`config.mk`:
```
export PLATFORM = sky130hd
export DESIGN_NAME = pcc_socket
export DESIGN_NICKNAME = d
export VERILOG_FILES = /design/src/common/pcc_pkg.sv /design/src/logic/pcc_pin_sync.sv /design/src/logic/pcc_socket.sv
export SDC_FILE = /design/constraint.sdc
export NUM_CORES = 1
export LEC_CHECK = 0
export BUFFER_PORTS_ARGS = -buffer_cell sky130_fd_sc_hd__clkbuf_2
export CORE_MARGIN = 2
export CORE_UTILIZATION = 44
export DETAILED_ROUTE_END_ITERATION = 16
export GPL_ROUTABILITY_DRIVEN = 0
export PLACE_DENSITY = 0.83
export SLEW_MARGIN = 20
export SYNTH_ARGS = -nofsm -noshare
export SYNTH_HDL_FRONTEND = slang
export SYNTH_SLANG_ARGS = --single-unit
```
`constraint.sdc`:
```
create_clock -name clk -period 2.3 [get_ports clk]
set_clock_uncertainty 0.15 [all_clocks]
set_input_delay 0.46 -clock clk [delete_from_list [all_inputs] [get_ports clk]]
set_output_delay 0.46 -clock clk [all_outputs]
set_load 0.01 [all_outputs]
```
`src/common/pcc_pkg.sv`:
```
package pcc_pkg;

  // clock and cycle timing
  localparam int CLK_PERIOD_NS = 4;
  localparam int T_SETUP_NS = 30;
  localparam int T_STROBE_NS = 150;
  localparam int T_HOLD_NS = 30;
  localparam int SETUP_CYC = (T_SETUP_NS + CLK_PERIOD_NS - 1) / CLK_PERIOD_NS;
  localparam int STROBE_CYC = (T_STROBE_NS + CLK_PERIOD_NS - 1) / CLK_PERIOD_NS;
  localparam int HOLD_CYC = (T_HOLD_NS + CLK_PERIOD_NS - 1) / CLK_PERIOD_NS;
  localparam int CNT_W = 8;

  // widths
  localparam int ADDR_W = 26;
  localparam int DATA_W = 16;

  // strap encodings for the shared pin group
  localparam logic [1:0] STRAP_ISA = 2'h0;
  localparam logic [1:0] STRAP_LOCAL = 2'h1;
  localparam logic [1:0] STRAP_PCCARD = 2'h2;

  // positions in the synchronised pin vector
  localparam int SYN_W = 8;
  localparam int SYN_WAIT = 0;
  localparam int SYN_READY = 1;
  localparam int SYN_DET_A = 2;
  localparam int SYN_DET_B = 3;
  localparam int SYN_BAT_A = 4;
  localparam int SYN_BAT_B = 5;
  localparam int SYN_WP = 6;
  localparam int SYN_MASTER = 7;
  // idle pin levels: no wait, ready, no card, battery good, unprotected, no master
  localparam logic [SYN_W-1:0] SYN_RST = 8'hbf;

  // power select reset value: vcc off, vpp selects at zero
  localparam logic VCC_OFF = 1'b1;
  localparam logic [1:0] VPP_OFF = 2'h0;

  // request kinds
  typedef enum logic [2:0] {
    PCC_MEM_RD = 3'h0,
    PCC_MEM_WR = 3'h1,
    PCC_ATTR_RD = 3'h2,
    PCC_ATTR_WR = 3'h3,
    PCC_IO_RD = 3'h4,
    PCC_IO_WR = 3'h5
  } pcc_kind_t;

  typedef struct packed {
    pcc_kind_t kind;
    logic [ADDR_W-1:0] addr;
    logic [DATA_W-1:0] wdata;
    logic [1:0] lanes;
  } pcc_req_t;

  typedef struct packed {
    logic vcc_on;
    logic [1:0] vpp1_sel;
    logic [1:0] vpp2_sel;
  } pcc_power_t;

  typedef struct packed {
    logic present;
    logic battery_good;
    logic [1:0] battery_code;
    logic write_protect;
    logic card_busy;
    logic general_input;
    logic pins_owned;
    logic master_active;
  } pcc_status_t;

  // cycle state, one-hot
  typedef enum logic [3:0] {
    ST_IDLE = 4'h1,
    ST_SETUP = 4'h2,
    ST_STROBE = 4'h4,
    ST_HOLD = 4'h8
  } pcc_state_t;

  // true for kinds that write to the card
  function automatic logic pcc_is_write(input pcc_kind_t k);
    return (k == PCC_MEM_WR) || (k == PCC_ATTR_WR) || (k == PCC_IO_WR);
  endfunction : pcc_is_write

  // true for kinds that reach attribute or io space
  function automatic logic pcc_is_reg(input pcc_kind_t k);
    return (k == PCC_ATTR_RD) || (k == PCC_ATTR_WR) || (k == PCC_IO_RD) || (k == PCC_IO_WR);
  endfunction : pcc_is_reg

  // true for io kinds
  function automatic logic pcc_is_io(input pcc_kind_t k);
    return (k == PCC_IO_RD) || (k == PCC_IO_WR);
  endfunction : pcc_is_io

endpackage : pcc_pkg

```
`src/logic/pcc_pin_sync.sv`:
```
`timescale 1ns/1ps
// three-stage pin synchroniser; output moves when stages two and three agree
module pcc_pin_sync
  import pcc_pkg::*;
#(
  parameter int W = 8,
  parameter logic [W-1:0] RST = '0
)
(
  input wire logic clk,
  input wire logic reset,
  input wire logic [W-1:0] pin_in,
  output logic [W-1:0] level_out
);

  logic [W-1:0] s1_q;
  logic [W-1:0] s2_q;
  logic [W-1:0] s3_q;
  logic [W-1:0] level_q;

  // shift chain; first stage feeds only the second
  always_ff @(posedge clk)
  begin
    if (reset)
    begin
      s1_q <= RST;
      s2_q <= RST;
      s3_q <= RST;
    end
    else
    begin
      s1_q <= pin_in;
      s2_q <= s1_q;
      s3_q <= s2_q;
    end
  end

  // accept a bit only once two later stages agree
  always_ff @(posedge clk)
  begin
    if (reset)
      level_q <= RST;
    else
      level_q <= (s2_q & ~(s2_q ^ s3_q)) | (level_q & (s2_q ^ s3_q));
  end

  assign level_out = level_q;

endmodule : pcc_pin_sync

```
`src/logic/pcc_socket.sv`:
```
`timescale 1ns/1ps
module pcc_socket
  import pcc_pkg::*;
(
  input wire logic clk,
  input wire logic reset,
  // strap and shared-pin arbitration
  input wire logic [1:0] strap_mode,
  input wire logic disk_pins_request,
  // user request and answer
  input wire logic req_valid,
  output logic req_ready,
  input wire pcc_pkg::pcc_req_t req,
  output logic rsp_valid,
  output logic rsp_error,
  output logic [pcc_pkg::DATA_W-1:0] rsp_data,
  input wire logic card_reset_request,
  input wire pcc_pkg::pcc_power_t power_request,
  output pcc_pkg::pcc_status_t status,
  output logic [pcc_pkg::ADDR_W-1:0] master_addr,
  // card pins
  output logic card_reset,
  input wire logic [pcc_pkg::ADDR_W-1:0] card_addr_in,
  output logic [pcc_pkg::ADDR_W-1:0] card_addr_out,
  output logic card_addr_oe,
  input wire logic [pcc_pkg::DATA_W-1:0] card_data_in,
  output logic [pcc_pkg::DATA_W-1:0] card_data_out,
  output logic card_data_oe,
  output logic card_io_read_n,
  output logic card_io_write_n,
  output logic attr_select_n,
  output logic card_out_enable_n,
  output logic card_mem_write_gate_n,
  output logic even_byte_enable_n,
  output logic odd_byte_enable_n,
  output logic xcvr_direction,
  output logic addr_buffer_enable_n,
  output logic socket_activate_n,
  input wire logic card_wait_n,
  input wire logic card_ready_irq,
  input wire logic insert_detect_a_n,
  input wire logic insert_detect_b_n,
  input wire logic battery_sense_a,
  input wire logic battery_sense_b,
  input wire logic write_protect,
  input wire logic card_master_n,
  output logic vcc_enable_n,
  output logic prog_volt1_sel0,
  output logic prog_volt1_sel1,
  output logic prog_volt2_sel0,
  output logic prog_volt2_sel1
);

  logic [SYN_W-1:0] pins_raw;
  logic [SYN_W-1:0] pins_s;
  logic present;
  logic strap_taken_q;
  logic [1:0] strap_q;
  logic func_sel;
  logic own_q;
  logic master_q;
  pcc_state_t state_q;
  pcc_state_t state_d;
  logic [CNT_W-1:0] cnt_q;
  logic [CNT_W-1:0] cnt_d;
  pcc_req_t cur_q;
  logic take;
  logic refuse;
  logic waiting;
  logic rsp_valid_q;
  logic rsp_error_q;
  logic [DATA_W-1:0] rsp_data_q;
  logic [ADDR_W-1:0] master_addr_q;
  logic card_reset_q;
  logic [ADDR_W-1:0] addr_out_q;
  logic addr_oe_q;
  logic [DATA_W-1:0] data_out_q;
  logic data_oe_q;
  logic card_io_read_n_n_q;
  logic card_io_write_n_n_q;
  logic attr_n_q;
  logic oe_n_q;
  logic we_n_q;
  logic ce_even_n_q;
  logic ce_odd_n_q;
  logic dir_q;
  logic buf_en_n_q;
  logic sock_n_q;
  pcc_power_t power_q;
  pcc_status_t status_q;

  // card status pins pass the three-stage filter
  assign pins_raw[SYN_WAIT] = card_wait_n;
  assign pins_raw[SYN_READY] = card_ready_irq;
  assign pins_raw[SYN_DET_A] = insert_detect_a_n;
  assign pins_raw[SYN_DET_B] = insert_detect_b_n;
  assign pins_raw[SYN_BAT_A] = battery_sense_a;
  assign pins_raw[SYN_BAT_B] = battery_sense_b;
  assign pins_raw[SYN_WP] = write_protect;
  assign pins_raw[SYN_MASTER] = card_master_n;

  pcc_pin_sync #(
    .W(SYN_W),
    .RST(SYN_RST)
  ) u_sync (
    .clk(clk),
    .reset(reset),
    .pin_in(pins_raw),
    .level_out(pins_s)
  );

  // both detect contacts low means a card is fully seated
  assign present = ~pins_s[SYN_DET_A] & ~pins_s[SYN_DET_B];

  // strap caught once, on the first clock after reset release
  always_ff @(posedge clk)
  begin
    if (reset)
    begin
      strap_taken_q <= 1'b0;
      strap_q <= STRAP_ISA;
    end
    else if (!strap_taken_q)
    begin
      strap_taken_q <= 1'b1;
      strap_q <= strap_mode;
    end
  end

  assign func_sel = strap_taken_q && (strap_q == STRAP_PCCARD);

  // shared pins: yield to the disk port only between card cycles
  always_ff @(posedge clk)
  begin
    if (reset)
      own_q <= 1'b0;
    else if (state_q == ST_IDLE)
      own_q <= func_sel && !disk_pins_request;
  end

  // card bus master takes the address pins while we are idle
  always_ff @(posedge clk)
  begin
    if (reset)
      master_q <= 1'b0;
    else if (state_q == ST_IDLE)
      master_q <= own_q && present && !pins_s[SYN_MASTER];
  end

  // request acceptance; refusals answer at once with an error
  assign req_ready = (state_q == ST_IDLE) && own_q && !master_q && !disk_pins_request;
  assign refuse = !present || (pcc_is_write(req.kind) && pins_s[SYN_WP]);
  assign take = req_valid && req_ready && !refuse;
  assign waiting = !pins_s[SYN_WAIT];

  // cycle sequencer: setup, strobe, hold
  always_comb
  begin
    state_d = state_q;
    cnt_d = cnt_q;
    case (state_q)
      ST_IDLE:
      begin
        if (take)
        begin
          state_d = ST_SETUP;
          cnt_d = CNT_W'(SETUP_CYC - 1);
        end
      end
      ST_SETUP:
      begin
        if (!present)
          state_d = ST_IDLE;
        else if (cnt_q == '0)
        begin
          state_d = ST_STROBE;
          cnt_d = CNT_W'(STROBE_CYC - 1);
        end
        else
          cnt_d = cnt_q - 1'b1;
      end
      ST_STROBE:
      begin
        if (!present)
          state_d = ST_IDLE;
        else if (cnt_q != '0)
          cnt_d = cnt_q - 1'b1;
        else if (!waiting)
        begin
          state_d = ST_HOLD;
          cnt_d = CNT_W'(HOLD_CYC - 1);
        end
      end
      ST_HOLD:
      begin
        if (cnt_q == '0)
          state_d = ST_IDLE;
        else
          cnt_d = cnt_q - 1'b1;
      end
      default:
      begin
        state_d = ST_IDLE;
        cnt_d = '0;
      end
    endcase
  end

  // sequencer state and counter
  always_ff @(posedge clk)
  begin
    if (reset)
    begin
      state_q <= ST_IDLE;
      cnt_q <= '0;
    end
    else
    begin
      state_q <= state_d;
      cnt_q <= cnt_d;
    end
  end

  // request held for the length of the cycle
  always_ff @(posedge clk)
  begin
    if (reset)
      cur_q <= '0;
    else if (take)
      cur_q <= req;
  end

  // answer: read data sampled as the strobe ends, error on refusal or on removal during setup or strobe
  always_ff @(posedge clk)
  begin
    if (reset)
    begin
      rsp_valid_q <= 1'b0;
      rsp_error_q <= 1'b0;
      rsp_data_q <= '0;
    end
    else
    begin
      rsp_valid_q <= 1'b0;
      rsp_error_q <= 1'b0;
      if (req_valid && req_ready && refuse)
      begin
        rsp_valid_q <= 1'b1;
        rsp_error_q <= 1'b1;
      end
      else if ((state_q == ST_SETUP || state_q == ST_STROBE) && !present)
      begin
        rsp_valid_q <= 1'b1;
        rsp_error_q <= 1'b1;
      end
      else if (state_q == ST_HOLD && cnt_q == '0)
        rsp_valid_q <= 1'b1;
      if (state_q == ST_STROBE && state_d == ST_HOLD && !pcc_is_write(cur_q.kind))
        rsp_data_q <= card_data_in;
    end
  end

  // address pins: driven by us while we own the shared pins, except while a card masters the bus
  always_ff @(posedge clk)
  begin
    if (reset)
    begin
      addr_oe_q <= 1'b0;
      addr_out_q <= '0;
      master_addr_q <= '0;
    end
    else
    begin
      addr_oe_q <= own_q && !master_q;
      if (take)
        addr_out_q <= req.addr;
      if (master_q)
        master_addr_q <= card_addr_in;
    end
  end

  // data pins and transceiver direction follow the cycle in flight
  always_ff @(posedge clk)
  begin
    if (reset)
    begin
      data_oe_q <= 1'b0;
      data_out_q <= '0;
      dir_q <= 1'b0;
    end
    else
    begin
      if (take)
        data_out_q <= req.wdata;
      if (state_d != ST_IDLE && present)
      begin
        data_oe_q <= pcc_is_write(take ? req.kind : cur_q.kind);
        dir_q <= !pcc_is_write(take ? req.kind : cur_q.kind);
      end
      else
      begin
        data_oe_q <= 1'b0;
        dir_q <= 1'b0;
      end
    end
  end

  // strobes, attribute select and lane enables, registered from next state
  always_ff @(posedge clk)
  begin
    if (reset)
    begin
      card_io_read_n_n_q <= 1'b1;
      card_io_write_n_n_q <= 1'b1;
      attr_n_q <= 1'b1;
      oe_n_q <= 1'b1;
      we_n_q <= 1'b1;
      ce_even_n_q <= 1'b1;
      ce_odd_n_q <= 1'b1;
    end
    else if (state_d == ST_IDLE || !present)
    begin
      card_io_read_n_n_q <= 1'b1;
      card_io_write_n_n_q <= 1'b1;
      attr_n_q <= 1'b1;
      oe_n_q <= 1'b1;
      we_n_q <= 1'b1;
      ce_even_n_q <= 1'b1;
      ce_odd_n_q <= 1'b1;
    end
    else
    begin
      // memory space keeps select high, attribute and io pull it low
      attr_n_q <= !pcc_is_reg(take ? req.kind : cur_q.kind);
      ce_even_n_q <= !(take ? req.lanes[0] : cur_q.lanes[0]);
      ce_odd_n_q <= !(take ? req.lanes[1] : cur_q.lanes[1]);
      if (state_d == ST_STROBE)
      begin
        card_io_read_n_n_q <= !(cur_q.kind == PCC_IO_RD);
        card_io_write_n_n_q <= !(cur_q.kind == PCC_IO_WR);
        oe_n_q <= !(!pcc_is_io(cur_q.kind) && !pcc_is_write(cur_q.kind));
        we_n_q <= !(!pcc_is_io(cur_q.kind) && pcc_is_write(cur_q.kind));
      end
      else
      begin
        card_io_read_n_n_q <= 1'b1;
        card_io_write_n_n_q <= 1'b1;
        oe_n_q <= 1'b1;
        we_n_q <= 1'b1;
      end
    end
  end

  // card reset: on request, and held while the slot is empty
  always_ff @(posedge clk)
  begin
    if (reset)
      card_reset_q <= 1'b1;
    else
      card_reset_q <= card_reset_request || !present;
  end

  // socket and buffer select only once a card sits in the slot
  always_ff @(posedge clk)
  begin
    if (reset)
    begin
      buf_en_n_q <= 1'b1;
      sock_n_q <= 1'b1;
    end
    else
    begin
      buf_en_n_q <= !(present && own_q);
      sock_n_q <= !(present && own_q);
    end
  end

  // socket power: vcc dropped when the card leaves
  always_ff @(posedge clk)
  begin
    if (reset)
    begin
      power_q.vcc_on <= 1'b0;
      power_q.vpp1_sel <= VPP_OFF;
      power_q.vpp2_sel <= VPP_OFF;
    end
    else if (!present)
    begin
      power_q.vcc_on <= 1'b0;
      power_q.vpp1_sel <= VPP_OFF;
      power_q.vpp2_sel <= VPP_OFF;
    end
    else
      power_q <= power_request;
  end

  // status word for the user side
  always_ff @(posedge clk)
  begin
    if (reset)
      status_q <= '0;
    else
    begin
      status_q.present <= present;
      status_q.battery_good <= pins_s[SYN_BAT_A] & pins_s[SYN_BAT_B];
      status_q.battery_code <= {pins_s[SYN_BAT_B], pins_s[SYN_BAT_A]};
      status_q.write_protect <= pins_s[SYN_WP];
      status_q.card_busy <= present & ~pins_s[SYN_READY];
      status_q.general_input <= 1'b1;
      status_q.pins_owned <= own_q;
      status_q.master_active <= master_q;
    end
  end

  // outputs
  assign rsp_valid = rsp_valid_q;
  assign rsp_error = rsp_error_q;
  assign rsp_data = rsp_data_q;
  assign status = status_q;
  assign master_addr = master_addr_q;
  assign card_reset = card_reset_q;
  assign card_addr_out = addr_out_q;
  assign card_addr_oe = addr_oe_q;
  assign card_data_out = data_out_q;
  assign card_data_oe = data_oe_q;
  assign card_io_read_n = card_io_read_n_n_q;
  assign card_io_write_n = card_io_write_n_n_q;
  assign attr_select_n = attr_n_q;
  assign card_out_enable_n = oe_n_q;
  assign card_mem_write_gate_n = we_n_q;
  assign even_byte_enable_n = ce_even_n_q;
  assign odd_byte_enable_n = ce_odd_n_q;
  assign xcvr_direction = dir_q;
  assign addr_buffer_enable_n = buf_en_n_q;
  assign socket_activate_n = sock_n_q;
  // five power controls
  assign vcc_enable_n = power_q.vcc_on ? 1'b0 : VCC_OFF;
  assign prog_volt1_sel0 = power_q.vpp1_sel[0];
  assign prog_volt1_sel1 = power_q.vpp1_sel[1];
  assign prog_volt2_sel0 = power_q.vpp2_sel[0];
  assign prog_volt2_sel1 = power_q.vpp2_sel[1];

endmodule : pcc_socket

```
Word-level counts from Yosys, hierarchy flattened --
Index checks and enable logic that the tools add are counted.
Storage, ports and cells: register bits after elaboration 166, logic and storage cells 165
Operators by class: add/subtract/negate cells 1, reductions and logical operators 56, bitwise operators 14, equality and inequality tests 26, mux-type cells 27
Operators with widths (count):
- 2-to-1 mux 8 bit | 7
- one-hot mux 8 bit (4 select lines) | 1
- 2-to-1 mux 4 bit | 7
- logical AND 1 bit | 19
- AND 8 bit | 2
- zero test 1 bit | 16
- one-hot mux 4 bit (4 select lines) | 1
- equality test 3 bit, second input constant | 5
- logical OR 1 bit | 14
- equality test 3 x 2 -> 1 bit, second input constant | 4
- equality test 3 x 1 -> 1 bit, second input constant | 3
- 2-to-1 mux 1 bit | 9
- equality test 4 x 1 -> 1 bit, second input constant | 2
- equality test 4 x 3 -> 1 bit, second input constant | 2
- equality test 4 bit, second input constant | 2
- zero test 8 bit | 1
- inequality test 2 bit, second input constant | 4
- NOT 8 bit | 1
- OR 8 bit | 1
- nonzero test 8 bit | 1
- subtractor 8 x 1 -> 8 bit, second input constant | 1
- XOR 8 bit | 1
- 2-to-1 mux 3 bit | 2
- NOT 1 bit | 6
- 8 further kinds | 12

Logic depth before layout (Yosys ltp) --
word-level depth 13, mapped depth 8, mapped depth without buffers 7

By module --
Synthesis repeated with hierarchy kept, for this count alone.
Unflattened totals: cells, all modules 657, area, all modules 6118.4 sq um
By module, submodules not included:
- pcc_socket | instances 1, seq. area each 2662.6 sq um, area an instance 5163.7 sq um, cells an instance 574
- pcc_pin_sync | instances 1, seq. area each 640.6 sq um, area an instance 954.7 sq um, cells an instance 83

Worst setup path before layout --
OpenSTA, ideal clock, no wires.
path kind register to register, from reg cnt_q[0], to reg rsp_data_q[10], in the netlist rsp_data[10], slack -23 ps, data arrival time 2045 ps, stages on the path, launching flop included 9, required time 2022 ps, path buffers 1, cell sequence dfxtp_1 > inv_1 > ha_1 > nor3b_2 > a31oi_1 > nor4_4 > buf_6 > mux2i_1 > nor2_1
Between the ends: cells in the longest elaborated chain, start to end 7, elaborated cells between the ends (all ways) 11
RTL lines:
- from (decl) | line pcc_socket.sv:64 | logic [CNT_W-1:0] cnt_q;
- from (signal assigned) | line pcc_socket.sv:220 | cnt_q <= cnt_d;
- nonzero test 8 bit or zero test 8 bit (tied branches) | line pcc_socket.sv:186, pcc_socket.sv:174, pcc_socket.sv:196
- 2-to-1 mux 4 bit, on equally long branches | line pcc_socket.sv:186, pcc_socket.sv:174
- 2-to-1 mux 4 bit, on equally long branches | line pcc_socket.sv:184, pcc_socket.sv:172
- one-hot mux 4 bit (4 select lines) (*) | line pcc_socket.sv:161 | case (state_q)
- equality test 4 bit (*) | line pcc_socket.sv:258 | if (state_q == ST_STROBE && state_d == ST_HOLD && !pcc_is_write(cur_q.kind))
- logical AND 1 bit (*) (2 in series) | line pcc_socket.sv:258
- to (signal assigned) | line pcc_socket.sv:259 | rsp_data_q <= card_data_in;
- to (decl) | line pcc_socket.sv:72 | logic [DATA_W-1:0] rsp_data_q;
Every way passes the cells marked *; elsewhere a longest branch is shown, timed or not. A chain may end at the register's enable or synchronous reset.

Worst setup path in the final report --
from reg state_q[2], to out req_ready
Between the ends: cells in the longest elaborated chain, start to end 4
RTL lines:
- from (decl) | line pcc_socket.sv:62 | pcc_state_t state_q;
- from (signal assigned) | line pcc_socket.sv:219 | state_q <= state_d;
- equality test 4 x 1 -> 1 bit | line pcc_socket.sv:151 | assign req_ready = (state_q == ST_IDLE) && own_q && !master_q && !disk_pins_request;
- logical AND 1 bit (3 in series) | line pcc_socket.sv:151
- to (decl) | line pcc_socket.sv:12 | output logic req_ready,
No other way between the ends.

==> summary by stage <==
Outcome
The run finished, with violations left. The final reports fail on setup timing.

Timing
The tightest hold path in the finished design has a slack of 0.0555 ns. Headroom to the max-slew limit came out at 66.1%. Setup repair after global routing could not meet its margin everywhere. The number of hold-slack violations in the final timing report is 0. For the pin with the worst max-slew slack, the measured transition is 0.509 ns. The final-report setup violation count is 1. The max-slew violation count was 0. The worst path uses 100% of the clock period. Adding up every negative setup slack in the final design gives -0.00233 ns. Counting I/O delays and the setup requirement, the final critical path takes 2.30 ns. Derived from the worst setup path, the maximum achievable clock frequency is 434 MHz. Once routing completed, OpenROAD measured the worst setup slack at -0.00233 ns.

Setup path
The slowest stage of the critical path belongs to the cell sky130_fd_sc_hd__or4b_4. Data on the critical path is required at its endpoint by 1.69 ns. For the worst setup path, the data arrival time is 1.69 ns.

The cell type group with the largest total delay on the critical path is simple AND/OR/NAND/NOR gates. The maximum fanout encountered on the critical timing path is 6. The number of cells on the worst reg-to-reg path is 7. STA classifies the critical path endpoint as an output port.

The worst setup path is of the reg2out kind. Counting buffers and inverters, the worst setup path is 3 cells deep. The signal on the critical path passes through or4b_4 -> nor4_4 -> buf_2. The critical path startpoint category is a flip-flop. The critical path's largest stage delay is 0.58 ns. The number of buffers and inverters on the critical path is 1.

Detailed routing
The post-detailed-route count of antenna-violating nets is 0. The pre-antenna-repair detailed-routing pass consisted of 4 iterations. The remaining design rule violation count is 0. The count of routing violations after the opening detailed-route iteration is 246. Summing over every cut layer, the via total after detailed routing is 5,302. In the final routed layout, each cell accounts on average for 14.0 um. The final layout contains routed wiring with a total length of 15,000 um.

After detailed routing, the number of vias per cell comes to 4.97.

Pwr
The largest vdd supply drop is 0.000576 V. Internal power comes to 4.74 mW. The static power due to leakage is 3.44 nW. Sequential cells burn 47.6% of the power.

The net switching component of the power is 1.32 mW. In this run switching power makes up 21.8% of total power. Combinational logic burns 3.0% of the power.

In this run the power density over the cells is 739 nW/um^2. Per report_power, the clock group accounts for 49.4% of the total. The total power is 6.06 mW.

Clocking
In this run the deepest clock path goes through 2 buffers. The CTS H-tree depth is 4. Counting every sink on the clock net gives 165. Clock tree synthesis selected as its root buffer the cell sky130_fd_sc_hd__clkbuf_16. After clock tree synthesis, the clock-pin slew on the worst setup and hold paths is 0.07 ns. TritonCTS built the clock tree. The number of CTS-inserted buffers is 17. Clock latency on the worst-skew pair, taken at its later pin, is 0.43 ns.

Synth
For this run, the register share of the synthesized area comes to 55.6%. The number of nets in the synthesized netlist is 742. In the synthesized netlist, the number of instances is 632. The number of different library cells used by synthesis comes to 57.

The share of Yosys cell area claimed by the top area cell type is 55.6%. The fraction of registers with async set/reset is 0%. The synthesized design spends more area on one cell type than any other, namely sky130_fd_sc_hd__dfxtp_1. Counting instances in the post-synthesis netlist gives the leading cell types as sky130_fd_sc_hd__dfxtp_1 (165), sky130_fd_sc_hd__nand2_1 (109), sky130_fd_sc_hd__a21oi_1 (65), sky130_fd_sc_hd__nor2_1 (65), sky130_fd_sc_hd__mux2i_1 (45).

The primary flip-flop cell chosen by synthesis mapping is sky130_fd_sc_hd__dfxtp_1. In this run, synthesis inferred 0 flip-flops with an integrated enable. The synthesized design contains 165 register bits. Ranked by total cell area, the synthesized netlist is headed by sky130_fd_sc_hd__dfxtp_1 (56%), sky130_fd_sc_hd__mux2i_1 (7.6%), sky130_fd_sc_hd__nand2_1 (6.9%). The area of the mapped netlist is 5940 um^2. The Yosys step of the flow raised 0 warnings. In the post-synthesis netlist, the cell with the most instances is sky130_fd_sc_hd__dfxtp_1. The average cell area after synthesis is 9.39 um^2.

Place
OpenSTA, run right after detailed placement, puts the worst setup slack at -0.160 ns. Detailed placement finished with a half-perimeter wire length of 10,800 um. Once placement finished, the instance area stood at 7430 um^2. The number of buffers added on ports is 222. The placed instance count is 1,028.

GRT
met2 is the most crowded layer. The first global-routing pass estimated 23,300 um of wire. The number of global-route vias before repair came to 5,031.

The pin count of the biggest net entering global routing is 67. The number of antenna violations at the first check in global routing is 1. For this run, the total global-route usage over all layers was measured as 20.4%.

For met2 alone, demand over resource in global routing was 34.3%. Global routing finished with a remaining overflow of 0. The fraction of met1 tracks used by global routing is 23.9%. Global routing used 7.03% of the available met3 tracks.

Die
The region available for standard cell placement spans 13,200 um^2. From left edge to right edge, the die measures 120 um. The die boundary height is 120 um. The overall die area is 14,400 um^2. Pin placement for this block handled 223 I/O pins.

The row count is 42. For this configuration, the core starts out at a cell density of 45.0%.

Cells and area
The number of inserted diodes is 0. The core utilization of the finished layout is 62.2%. Cells with a size suffix above 1 make up 38.7% of the layout. The final design instance area without fill is 8210 um^2. The net total in the final layout is 988. The finished layout holds 1,067 standard cells, fillers aside. From synthesis to final layout, the design area changed by 38.3%. After filler insertion, the fill cell instance count of the layout stands at 1,097.

Worst hold path
The number of stages on the worst hold path is 2. The path type of the worst min-delay path is in2reg.

Job
The number of violations of the max-capacitance limit is 0.
sequential cells by signal, summed over array words and instances (netlist names), 8 cells and up, named ones only:
signal / count
master_addr: 26
u_sync.s2_q: 8
status: 9
cnt_q: 8
u_sync.s1_q: 8
card_data_out: 16
card_addr_out: 26
rsp_data: 16
u_sync.s3_q: 8
logic make-up after synthesis:
group	Yosys count	synth area share, %
xor+xnor	4	0.590
fa+ha+maj	1	0.211
flops	165	55.6
mux	46	7.78
simple gates	258	21.0
buf+inv	48	3.73
compound gates	110	11.0
what timing repair did:
item / CTS / global route
pin swaps: 1 / 1
hold buffers: 0 / 0
setup endpoints to repair: 1 / 29
buffers inserted: 3 / 4
cloned: 0 / 1
resized for setup: 7 / 13
placed cells by master (no fill, tap or decap), types with 5 or more instances in the layout:
master / instances
sky130_fd_sc_hd__a21oi_1: 65
sky130_fd_sc_hd__and3_1: 5
sky130_fd_sc_hd__buf_12: 6
sky130_fd_sc_hd__buf_4: 39
sky130_fd_sc_hd__clkbuf_16: 18
sky130_fd_sc_hd__clkbuf_2: 220
sky130_fd_sc_hd__dfxtp_1: 159
sky130_fd_sc_hd__inv_1: 7
sky130_fd_sc_hd__inv_6: 7
sky130_fd_sc_hd__mux2i_1: 44
sky130_fd_sc_hd__nand2_1: 108
sky130_fd_sc_hd__nand3_1: 6
sky130_fd_sc_hd__nor2_1: 65
sky130_fd_sc_hd__nor2b_1: 8
sky130_fd_sc_hd__nor3_1: 6
sky130_fd_sc_hd__o21ai_0: 16
sky130_fd_sc_hd__or2_2: 22
routing by layer:
| metal | part of all wire (%) | vias up |
|---|---|---|
| li1 | - | 2633 |
| met2 | 49 | 233 |
| met1 | 41 | 2409 |
| met3 | 8.4 | 25 |
| met4 | 1.8 | 2 |
| met5 | 0.087 | - |
path summary, 6_finish.rpt:
check | slack, ns | to | from
min reg2reg | 0.26 | u_sync.s2_q[7]$_SDFF_PP1_ | u_sync.s1_q[7]$_SDFF_PP1_
max | -0.002 | req_ready | state_q[2]$_SDFF_PP0_
min | 0.06 | u_sync.s1_q[4]$_SDFF_PP1_ | battery_sense_a
max reg2reg | 0.07 | card_data_out[15]$_SDFFE_PP0N_ | state_q[2]$_SDFF_PP0_
cell type report:
| class | count | area (um^2) | area share [%] |
|---|---|---|---|
| clock buffers | 18 | 439 | 5.35 |
| clock inverters | 14 | 185 | 2.26 |
| inverters | 7 | 26.3 | 0.320 |
| multi-input cells | 419 | 2460 | 30.0 |
| flip-flops and latches | 165 | 3320 | 40.4 |
| well taps | 176 | 220 | 2.68 |
| repair buffers | 268 | 1560 | 18.9 |
worst register-to-register path: stages (launching register included):
cell and delay [ns]:
sky130_fd_sc_hd__dfxtp_4 0.36, sky130_fd_sc_hd__or4b_4 0.58, sky130_fd_sc_hd__buf_12 0.16, sky130_fd_sc_hd__a2111oi_4 0.31, sky130_fd_sc_hd__buf_6 0.20, sky130_fd_sc_hd__buf_12 0.18, sky130_fd_sc_hd__nand2_1 0.09, sky130_fd_sc_hd__a21oi_1 0.13
power by group through the flow:
stage / combinational [mW] / clock [mW] / sequential [mW]
after detailed placement: 0.181 / 0 / 2.95
after global placement: 0.178 / 0 / 2.95
after global routing: 0.198 / 3.17 / 2.89
after floorplan: 0.0609 / 0 / 2.95
final: 0.182 / 2.99 / 2.89
after CTS: 0.182 / 3.04 / 2.89
(Power assumes the default switching activity.)
